File: config.mk
export PLATFORM = sky130hd
export DESIGN_NAME = dme_top
export DESIGN_NICKNAME = d
export VERILOG_FILES = /design/src/pkg/dme_pkg.sv /design/src/design/dme_fifo.sv /design/src/design/dme_top.sv
export SDC_FILE = /design/constraint.sdc
export NUM_CORES = 2
export LEC_CHECK = 0
export BUFFER_PORTS_ARGS = -buffer_cell sky130_fd_sc_hd__buf_2
export CAP_MARGIN = 20
export CORE_MARGIN = 2
export CORE_UTILIZATION = 35
export DETAILED_ROUTE_END_ITERATION = 10
export PLACE_DENSITY = 0.64
export SLEW_MARGIN = 40
export SYNTH_ARGS = -nofsm -noshare
export SYNTH_HDL_FRONTEND = slang
export SYNTH_SLANG_ARGS = --single-unit
File: constraint.sdc
create_clock -name i_clock -period 11.22 [get_ports i_clock]
set_clock_uncertainty 0.15 [all_clocks]
set_input_delay 2.805 -clock i_clock [delete_from_list [all_inputs] [get_ports i_clock]]
set_output_delay 2.805 -clock i_clock [all_outputs]
set_load 0.03 [all_outputs]
File: src/pkg/dme_pkg.sv
// Function
// [RQ1] Signedness control applies per cycle to operands
// [RQ2] Accumulator adds or subtracts per cycle control
// [RQ3] Operands load in parallel or serially, switchable
// [RQ4] Plain multiplier outputs A times B only
// [RQ5] Multiplier input, pipeline, output stages individually enabled
// [RQ6] Dual element outputs sum or difference of products
// [RQ7] Dual element stages separately enabled, latency tradeoff
// [RQ8] Full width products, one guard bit on sum
package dme_pkg;

  // Datapath widths
  localparam int OPW = 9;             // Operand width
  localparam int PW = 2 * OPW;        // Full product width
  localparam int SW = PW + 1;         // Sum width with guard bit
  localparam int ACCW = 32;           // Accumulator width
  localparam int FIFO_DEPTH = 16;     // Result buffer depth

  // Register port
  localparam int ADDR_W = 8;
  localparam int DATA_W = 32;
  localparam logic [ADDR_W-1:0] OFS_CTRL = 8'h00;   // Stage enables, modes
  localparam logic [ADDR_W-1:0] OFS_CMD = 8'h04;    // Write-only commands
  localparam logic [ADDR_W-1:0] OFS_STAT = 8'h08;   // Buffer fill, phase
  localparam logic [ADDR_W-1:0] OFS_ACC = 8'h0C;    // Accumulator value

  // Control field positions
  localparam int CTRL_MUL_EN_LSB = 0;   // 3 bits: input, pipe, output
  localparam int CTRL_DUAL_EN_LSB = 4;  // 3 bits: input, pipe, output
  localparam int CTRL_SERIAL_BIT = 8;   // 1 = serial operand loading
  localparam int CTRL_ACC_EN_BIT = 9;   // 1 = accumulate dual results
  localparam int CMD_ACC_CLR_BIT = 0;   // 1 = clear accumulator
  localparam int STAT_PHASE_LSB = 8;    // 2 bits serial phase
  localparam int STAGES = 3;
  localparam logic [STAGES-1:0] EN_RESET = 3'h0;

  // Operand set as taken from the fabric
  typedef struct packed {
    logic [OPW-1:0] a0;
    logic [OPW-1:0] b0;
    logic [OPW-1:0] a1;
    logic [OPW-1:0] b1;
    logic sgn;       // Operands signed
    logic sub;       // Dual element subtracts
    logic acc_sub;   // Accumulator subtracts
  } dme_op_s;

  // Control register contents
  typedef struct packed {
    logic [STAGES-1:0] mul_en;
    logic [STAGES-1:0] dual_en;
    logic serial;
    logic acc_en;
  } dme_ctrl_s;

  localparam dme_ctrl_s CTRL_RESET = '{EN_RESET, EN_RESET, 1'b0, 1'b0};

  // Dual element after multiply
  typedef struct packed {
    logic [PW-1:0] p0;
    logic [PW-1:0] p1;
    logic sgn;
    logic sub;
    logic acc_sub;
  } dme_prod_s;

  // Dual element after add or subtract
  typedef struct packed {
    logic [SW-1:0] sum;
    logic neg_ok;    // Sum is two's complement
    logic acc_sub;
  } dme_sum_s;

  // Buffered result word
  typedef struct packed {
    logic [SW-1:0] sum;
    logic [ACCW-1:0] acc;
  } dme_res_s;

endpackage : dme_pkg

File: src/design/dme_fifo.sv
`timescale 1ns/100ps
module dme_fifo #(
  parameter int WIDTH = 8,
  parameter int DEPTH = 16
) (
  // Clock and reset
  input wire logic i_clock,
  input wire logic i_nrst,
  // Filling side
  input wire logic i_in_valid,
  input wire logic [WIDTH-1:0] i_in_data,
  output logic o_in_ready,
  // Draining side
  output logic o_out_valid,
  output logic [WIDTH-1:0] o_out_data,
  input wire logic i_out_ready,
  // Fill level
  output logic [$clog2(DEPTH):0] o_count
);

  localparam int AW = $clog2(DEPTH);

  // Storage and pointers
  logic [WIDTH-1:0] mem_reg [DEPTH];
  logic [WIDTH-1:0] mem_next [DEPTH];
  logic [AW-1:0] wr_reg, wr_next;
  logic [AW-1:0] rd_reg, rd_next;
  logic [AW:0] cnt_reg, cnt_next;
  logic push, pop;

  // Honest flags straight from the count
  assign o_in_ready = (cnt_reg != (AW+1)'(DEPTH));
  assign o_out_valid = (cnt_reg != '0);
  assign o_out_data = mem_reg[rd_reg];
  assign o_count = cnt_reg;
  assign push = i_in_valid && o_in_ready;
  assign pop = o_out_valid && i_out_ready;

  // Next pointers, count and storage
  always_comb
  begin
    mem_next = mem_reg;
    wr_next = wr_reg;
    rd_next = rd_reg;
    cnt_next = cnt_reg;
    if (push)
    begin
      mem_next[wr_reg] = i_in_data;
      wr_next = wr_reg + 1'b1;
    end
    if (pop)
      rd_next = rd_reg + 1'b1;
    // Simultaneous push and pop leave the count alone
    if (push && !pop)
      cnt_next = cnt_reg + 1'b1;
    else if (pop && !push)
      cnt_next = cnt_reg - 1'b1;
  end

  // Register only
  always_ff @(posedge i_clock or negedge i_nrst)
  begin
    if (!i_nrst)
    begin
      wr_reg <= '0;
      rd_reg <= '0;
      cnt_reg <= '0;
      for (int i = 0; i < DEPTH; i++)
        mem_reg[i] <= '0;
    end
    else
    begin
      wr_reg <= wr_next;
      rd_reg <= rd_next;
      cnt_reg <= cnt_next;
      mem_reg <= mem_next;
    end
  end

endmodule : dme_fifo

File: src/design/dme_top.sv
`timescale 1ns/100ps
module dme_top (
  // Clock and reset
  input wire logic i_clock,
  input wire logic i_nrst,
  // Register port
  input wire logic [dme_pkg::ADDR_W-1:0] i_addr,
  input wire logic [dme_pkg::DATA_W-1:0] i_wdata,
  input wire logic i_wr,
  input wire logic i_rd,
  output logic [dme_pkg::DATA_W-1:0] o_rdata,
  // Operand stream
  input wire logic i_op_valid,
  input wire dme_pkg::dme_op_s i_op,
  output logic o_op_ready,
  // Plain multiplier result
  output logic o_mul_valid,
  output logic [dme_pkg::PW-1:0] o_mul_prod,
  // Dual element result stream
  output logic o_res_valid,
  output dme_pkg::dme_res_s o_res,
  input wire logic i_res_ready
);

  localparam int OPW = dme_pkg::OPW;
  localparam int PW = dme_pkg::PW;
  localparam int SW = dme_pkg::SW;
  localparam int ACCW = dme_pkg::ACCW;
  localparam int DW = dme_pkg::DATA_W;
  localparam int CW = $clog2(dme_pkg::FIFO_DEPTH) + 1;

  // Full width product, sign handled by extension
  function automatic logic [PW-1:0] mul(input logic [OPW-1:0] a,
                                        input logic [OPW-1:0] b,
                                        input logic s);
    logic signed [OPW:0] ea;
    logic signed [OPW:0] eb;
    logic signed [2*OPW+1:0] p;
    ea = {s & a[OPW-1], a};  // RQ1
    eb = {s & b[OPW-1], b};  // RQ1
    p = ea * eb;
    mul = p[PW-1:0];  // RQ8
  endfunction : mul

  // Product widened by the guard bit
  function automatic logic [SW-1:0] ext(input logic [PW-1:0] p,
                                        input logic s);
    ext = {s & p[PW-1], p};  // RQ8
  endfunction : ext

  // Control and command state
  dme_pkg::dme_ctrl_s ctrl_reg, ctrl_next;
  logic [DW-1:0] rdata_reg, rdata_next;
  logic acc_clr;

  // Serial loading state
  logic [1:0] phase_reg, phase_next;
  dme_pkg::dme_op_s sbuf_reg, sbuf_next;
  dme_pkg::dme_op_s set;
  logic set_valid;

  // Pipeline state, all stages share one advance
  logic adv;
  dme_pkg::dme_op_s m0_reg, m0_next, m0;
  logic m0_v_reg, m0_v_next, m0_v;
  logic [PW-1:0] m1_reg, m1_next, m1, m1_in;
  logic m1_v_reg, m1_v_next, m1_v;
  logic [PW-1:0] m2_reg, m2_next;
  logic m2_v_reg, m2_v_next;
  dme_pkg::dme_op_s d0_reg, d0_next, d0;
  logic d0_v_reg, d0_v_next, d0_v;
  dme_pkg::dme_prod_s d1_reg, d1_next, d1, d1_in;
  logic d1_v_reg, d1_v_next, d1_v;
  dme_pkg::dme_sum_s d2_reg, d2_next, d2, d2_in;
  logic d2_v_reg, d2_v_next, d2_v;

  // Accumulator and buffer
  logic [ACCW-1:0] acc_reg, acc_next;
  logic [ACCW-1:0] acc_base, acc_term;
  logic push;
  dme_pkg::dme_res_s fifo_in;
  logic [CW-1:0] fifo_count;

  // Register writes and reads
  always_comb
  begin
    ctrl_next = ctrl_reg;
    rdata_next = '0;
    acc_clr = 1'b0;
    if (i_wr)
    begin
      case (i_addr)
        dme_pkg::OFS_CTRL:
        begin
          ctrl_next.mul_en = i_wdata[dme_pkg::CTRL_MUL_EN_LSB +: 3];
          ctrl_next.dual_en = i_wdata[dme_pkg::CTRL_DUAL_EN_LSB +: 3];
          ctrl_next.serial = i_wdata[dme_pkg::CTRL_SERIAL_BIT];  // RQ3
          ctrl_next.acc_en = i_wdata[dme_pkg::CTRL_ACC_EN_BIT];
        end
        dme_pkg::OFS_CMD:
          acc_clr = i_wdata[dme_pkg::CMD_ACC_CLR_BIT];
        // Writes elsewhere are ignored
        default: ;
      endcase
    end
    if (i_rd)
    begin
      case (i_addr)
        dme_pkg::OFS_CTRL:
        begin
          rdata_next[dme_pkg::CTRL_MUL_EN_LSB +: 3] = ctrl_reg.mul_en;
          rdata_next[dme_pkg::CTRL_DUAL_EN_LSB +: 3] = ctrl_reg.dual_en;
          rdata_next[dme_pkg::CTRL_SERIAL_BIT] = ctrl_reg.serial;
          rdata_next[dme_pkg::CTRL_ACC_EN_BIT] = ctrl_reg.acc_en;
        end
        dme_pkg::OFS_STAT:
        begin
          rdata_next[CW-1:0] = fifo_count;
          rdata_next[dme_pkg::STAT_PHASE_LSB +: 2] = phase_reg;
        end
        dme_pkg::OFS_ACC:
          rdata_next = acc_reg;
        // Command and unmapped addresses read zero
        default: rdata_next = '0;
      endcase
    end
  end

  // Serial phase counts words a0, b0, a1, b1
  always_comb
  begin
    phase_next = phase_reg;
    sbuf_next = sbuf_reg;
    set = i_op;
    set_valid = i_op_valid;  // RQ3
    if (!ctrl_reg.serial)
      phase_next = 2'h0;  // RQ3
    else
    begin
      // Word rides on the a0 lane; controls come with the last word
      set = sbuf_reg;
      set.b1 = i_op.a0;
      set.sgn = i_op.sgn;
      set.sub = i_op.sub;
      set.acc_sub = i_op.acc_sub;
      set_valid = i_op_valid && (phase_reg == 2'h3);  // RQ3
      if (i_op_valid && adv)
      begin
        phase_next = phase_reg + 2'h1;
        case (phase_reg)
          2'h0: sbuf_next.a0 = i_op.a0;
          2'h1: sbuf_next.b0 = i_op.a0;
          2'h2: sbuf_next.a1 = i_op.a0;
          default: ;
        endcase
      end
    end
  end

  // Whole datapath holds while the buffer is full
  logic fifo_ready_w;
  assign adv = o_op_ready;
  assign o_op_ready = fifo_ready_w;

  // Plain multiplier stages, each bypassed when disabled
  always_comb
  begin
    m0 = ctrl_reg.mul_en[0] ? m0_reg : set;  // RQ5
    m0_v = ctrl_reg.mul_en[0] ? m0_v_reg : set_valid;  // RQ5
    m1_in = mul(m0.a0, m0.b0, m0.sgn);  // RQ4
    m1 = ctrl_reg.mul_en[1] ? m1_reg : m1_in;  // RQ5
    m1_v = ctrl_reg.mul_en[1] ? m1_v_reg : m0_v;  // RQ5
    o_mul_prod = ctrl_reg.mul_en[2] ? m2_reg : m1;  // RQ5
    o_mul_valid = ctrl_reg.mul_en[2] ? m2_v_reg : m1_v;  // RQ5
    m0_next = adv ? set : m0_reg;
    m0_v_next = adv ? set_valid : m0_v_reg;
    m1_next = adv ? m1_in : m1_reg;
    m1_v_next = adv ? m0_v : m1_v_reg;
    m2_next = adv ? m1 : m2_reg;
    m2_v_next = adv ? m1_v : m2_v_reg;
  end

  // Dual product stages, each bypassed when disabled
  always_comb
  begin
    d0 = ctrl_reg.dual_en[0] ? d0_reg : set;  // RQ7
    d0_v = ctrl_reg.dual_en[0] ? d0_v_reg : set_valid;  // RQ7
    d1_in.p0 = mul(d0.a0, d0.b0, d0.sgn);  // RQ6
    d1_in.p1 = mul(d0.a1, d0.b1, d0.sgn);  // RQ6
    d1_in.sgn = d0.sgn;
    d1_in.sub = d0.sub;
    d1_in.acc_sub = d0.acc_sub;
    d1 = ctrl_reg.dual_en[1] ? d1_reg : d1_in;  // RQ7
    d1_v = ctrl_reg.dual_en[1] ? d1_v_reg : d0_v;  // RQ7
    d2_in.sum = d1.sub ? ext(d1.p0, d1.sgn) - ext(d1.p1, d1.sgn)
                       : ext(d1.p0, d1.sgn) + ext(d1.p1, d1.sgn);  // RQ6
    d2_in.neg_ok = d1.sgn | d1.sub;
    d2_in.acc_sub = d1.acc_sub;
    d2 = ctrl_reg.dual_en[2] ? d2_reg : d2_in;  // RQ7
    d2_v = ctrl_reg.dual_en[2] ? d2_v_reg : d1_v;  // RQ7
    d0_next = adv ? set : d0_reg;
    d0_v_next = adv ? set_valid : d0_v_reg;
    d1_next = adv ? d1_in : d1_reg;
    d1_v_next = adv ? d0_v : d1_v_reg;
    d2_next = adv ? d2_in : d2_reg;
    d2_v_next = adv ? d1_v : d2_v_reg;
  end

  // Accumulate as each dual result enters the buffer
  always_comb
  begin
    acc_base = acc_clr ? '0 : acc_reg;
    acc_term = {{(ACCW-SW){d2.neg_ok & d2.sum[SW-1]}}, d2.sum};
    acc_next = acc_base;
    if (push && ctrl_reg.acc_en)
      acc_next = d2.acc_sub ? acc_base - acc_term
                            : acc_base + acc_term;  // RQ2
    fifo_in.sum = d2.sum;
    fifo_in.acc = acc_next;
  end

  assign push = d2_v && adv;

  // All state registers
  always_ff @(posedge i_clock or negedge i_nrst)
  begin
    if (!i_nrst)
    begin
      ctrl_reg <= dme_pkg::CTRL_RESET;
      rdata_reg <= '0;
      phase_reg <= 2'h0;
      sbuf_reg <= '0;
      m0_reg <= '0;
      m0_v_reg <= 1'b0;
      m1_reg <= '0;
      m1_v_reg <= 1'b0;
      m2_reg <= '0;
      m2_v_reg <= 1'b0;
      d0_reg <= '0;
      d0_v_reg <= 1'b0;
      d1_reg <= '0;
      d1_v_reg <= 1'b0;
      d2_reg <= '0;
      d2_v_reg <= 1'b0;
      acc_reg <= '0;
    end
    else
    begin
      ctrl_reg <= ctrl_next;
      rdata_reg <= rdata_next;
      phase_reg <= phase_next;
      sbuf_reg <= sbuf_next;
      m0_reg <= m0_next;
      m0_v_reg <= m0_v_next;
      m1_reg <= m1_next;
      m1_v_reg <= m1_v_next;
      m2_reg <= m2_next;
      m2_v_reg <= m2_v_next;
      d0_reg <= d0_next;
      d0_v_reg <= d0_v_next;
      d1_reg <= d1_next;
      d1_v_reg <= d1_v_next;
      d2_reg <= d2_next;
      d2_v_reg <= d2_v_next;
      acc_reg <= acc_next;
    end
  end

  assign o_rdata = rdata_reg;

  // Result buffer; its ready stalls the whole datapath
  dme_fifo #(
    .WIDTH($bits(dme_pkg::dme_res_s)),
    .DEPTH(dme_pkg::FIFO_DEPTH)
  ) u_fifo (
    .i_clock(i_clock),
    .i_nrst(i_nrst),
    .i_in_valid(d2_v),
    .i_in_data(fifo_in),
    .o_in_ready(fifo_ready_w),
    .o_out_valid(o_res_valid),
    .o_out_data(o_res),
    .i_out_ready(i_res_ready),
    .o_count(fifo_count)
  );
endmodule : dme_top

==> impl_metrics.csv <==
group,metric,value,unit
outcome,status,"complete, but fails checks",
outcome,violations,"negative setup slack",
global_route,grt_max_degree,141,
logic_synthesis,synth-seq-cells,1070,
cells_and_area,layout.nets,7177,
sta,whs,0.310,ns
critical_path,r2r_setup_slack,0.32,ns
critical_path,start_kind,"primary input",
logic_synthesis,yosysWarnings,0,
logic_synthesis,ys.flop_type,"dfrtp_1",
global_route,grt_usage,0.194,
min_path,hp-start,"d1_reg[9]",
clock_network,cts_sinks,1070,
critical_path,crit_top_cell,"fa_1",
global_route,grt_pass1_vias,47900,
detailed_routing,wire_per_inst,19.3,um
detailed_routing,routed_wirelength,175000,um
critical_path,critPathRequiredTime,11.70,ns
die,dieArea,180000,um2
detailed_routing,antenna_left,0,
critical_path,r2r_cells,48,
place,portBuffers,164,
detailed_routing,drt-initial-drc-count,3398,
min_path,hold_path_class,"reg2reg",
sta,period_share,1.08,
min_path,worstHoldEndpoint,"d1_reg[9]",
cells_and_area,drive_above_1_share,0.262,
logic_synthesis,syn_area,61900,um2
critical_path,end_kind,"flip-flop",
critical_path,worstPathArrival,12.57,ns
global_route,grt_pass1_wl,276000,um
sta,finalHoldViolations,0,
clock_network,htree_num_levels,3,
sta,slew_headroom,0.409,
place,detailed_place_hpwl,118000,um
cells_and_area,largest_reg_flops,816,
critical_path,slowest_stage,"fa_1",
cells_and_area,mostFrequentLayoutCell,"nand2_1",
cells_and_area,final_cell_mix,"nand2_1, dfrtp_1, o21ai_0, buf_4, nor2_1",
critical_path,r2r_start,"ctrl_reg[1]",
clock_network,clock_latency,0.76,ns
die,start_util,0.352,
place,gp_congestion,0.891,
critical_path,cpPeakStageDelay,0.54,ns
min_path,hold_path_depth,2,
logic_synthesis,synthCells,6099,
logic_synthesis,synth_nets,6632,
logic_synthesis,ys_types,86,
logic_synthesis,synth-async-reset-ratio,1.00,
sta,tightest_slew,0.883,ns
die,core_area,176000,um2
clock_network,clk_pin_slew,0.07,ns
critical_path,r2r-end,"u_fifo.mem_reg[541]",
clock_network,cts_max_path_buffers,3,
detailed_routing,avgViaCountPerCell,5.13,
detailed_routing,via_count,46500,
sta,finalSetupViolations,259,
die,fp.dieH,425,um
detailed_routing,route.detailed.drc,0,
detailed_routing,drt_first_pass_iters,5,
logic_synthesis,syn_area_per_cell,10.2,um2
sta,tns,-132.68,ns
die,rows,154,
die,pin_count,189,
run,drv_cap,0,
clock_network,cts_buffers,112,
sta,rsz0062_at_grt,"true",
critical_path,worst-setup-path-type,"in2reg",
logic_synthesis,synth-edff-count,0,
critical_path,worstPathMaxFanout,7,
cells_and_area,syn_to_final_growth,22.6,%
sta,drv_slew,0,
sta,period_minus_slack,12.09,ns
clock_network,cts-root-buf,"clkbuf_16",
sta,worst_slack,-0.875,ns
die,dieWidth,425,um
cells_and_area,nFillCells,16400,
global_route,grt_antenna_before_repair,10,
logic_synthesis,seq_area_frac_synth,0.432,
clock_network,cts_tree,"yes",
global_route,gr-total-overflow,0,
sta,fmax,82.7,MHz
place,dpl_worst_slack,-1.95,ns
==> metrics by stage <==
| step | util | area [um2] | instances |
|---|---|---|---|
| 6_report | 0.432 | 75900 | 9076 |
| 5_1_grt | 0.432 | 75900 | 9076 |
| 4_1_cts | 0.427 | 75100 | 9053 |
| 3_5_place_dp | 0.398 | 70000 | 8804 |
| 3_3_place_gp | 0.396 | 69700 | 8793 |
| 2_1_floorplan | - | 62600 | 6099 |
==> cell usage after synthesis, types with 16 or more instances <==
master	n	area, um2
clkbuf_1	351	1320
xor2_1	53	464
o21bai_1	22	165
mux4_2	255	5740
mux2_2	170	1910
mux2i_1	87	871
buf_1	39	146
dfrtp_1	1070	26800
nand3_1	42	210
a31oi_1	22	138
nand2b_1	34	213
xnor2_1	90	788
and2_1	64	400
a21oi_1	187	936
fa_1	249	4980
a21o_1	26	195
o21a_1	19	143
nor3_1	30	150
a2111oi_0	21	184
nor2_1	472	1770
o31ai_1	16	120
ha_1	199	2490
a211oi_1	41	308
o21ai_0	836	4180
inv_1	370	1390
nand2_1	1129	4240
==> repair_timing <==
| action | CTS | global route |
|---|---|---|
| endpoints found under the setup margin | 308 | 348 |
| hold buffers | 0 | 0 |
| setup buffers | 40 | 21 |
| cloned | 8 | 4 |
| gates resized for setup | 180 | 133 |
| pin swaps | 80 | 85 |
| endpoints found under the hold margin | 0 | 0 |
==> worst max-delay path, delay by kind of cell <==
kind | cells | cell delay, ns
AOI/OAI and AO/OA | 15 | 2.66
xor gates and xnor gates | 3 | 0.48
adders and majority gates | 8 | 3.27
buffers and inverters | 9 | 0.82
muxes | 2 | 0.52
and+or+nand+nor | 11 | 2.01
==> layer usage <==
metal	routed length, um	GRT usage	vias to the layer above
met5	27	0	-
met4	6370	0.0705	4
li1	-	-	21800
met3	8240	0.0245	297
met2	85400	0.328	1133
met1	74900	0.255	23300
==> logic make-up (layout without fill, tap and decap cells) <==
group | Yosys count | in the layout | share of synthesized area
AND/OR/NAND/NOR | 1867 | 1867 | 0.124
AO/OA/AOI/OAI | 1273 | 1273 | 0.115
flip-flops | 1070 | 1070 | 0.432
buffers and inverters | 777 | 1413 | 0.0478
multiplexers | 516 | 516 | 0.139
adder cells (fa/ha/maj) | 448 | 448 | 0.121
XOR/XNOR | 148 | 148 | 0.0220
other | 0 | 1 | 0
==> final cells by class <==
cell class	instances	area (um2)	area share
Inverter	370	1390	0.0184
Clock inverter	42	613	0.00808
Multi-Input combinational cell	4252	34100	0.449
Timing Repair Buffer	838	6880	0.0906
Tap cell	2340	2930	0.0386
Clock buffer	163	3230	0.0426
Sequential cell	1070	26800	0.353
Antenna cell	1	2.50	0.0000330
==> how the worst max path moves through the flow <==
stage          startpoint             endpoint  slack, ns  cells past startpoint
2_1_floorplan    i_op[11]  u_fifo.mem_reg[184]      -1.32                     47
5_1_grt           i_op[7]  u_fifo.mem_reg[745]      -1.27                     48
3_3_place_gp     i_op[33]  u_fifo.mem_reg[286]      -1.91                     47
6_report         i_op[15]  u_fifo.mem_reg[541]      -0.87                     48
4_1_cts           i_op[7]  u_fifo.mem_reg[745]      -0.83                     50
3_5_place_dp     i_op[33]  u_fifo.mem_reg[745]      -1.95                     46
Power is left out: the tool's default activity adds up to more than one toggle a clock period on the data nets, which glitch-free logic cannot reach.
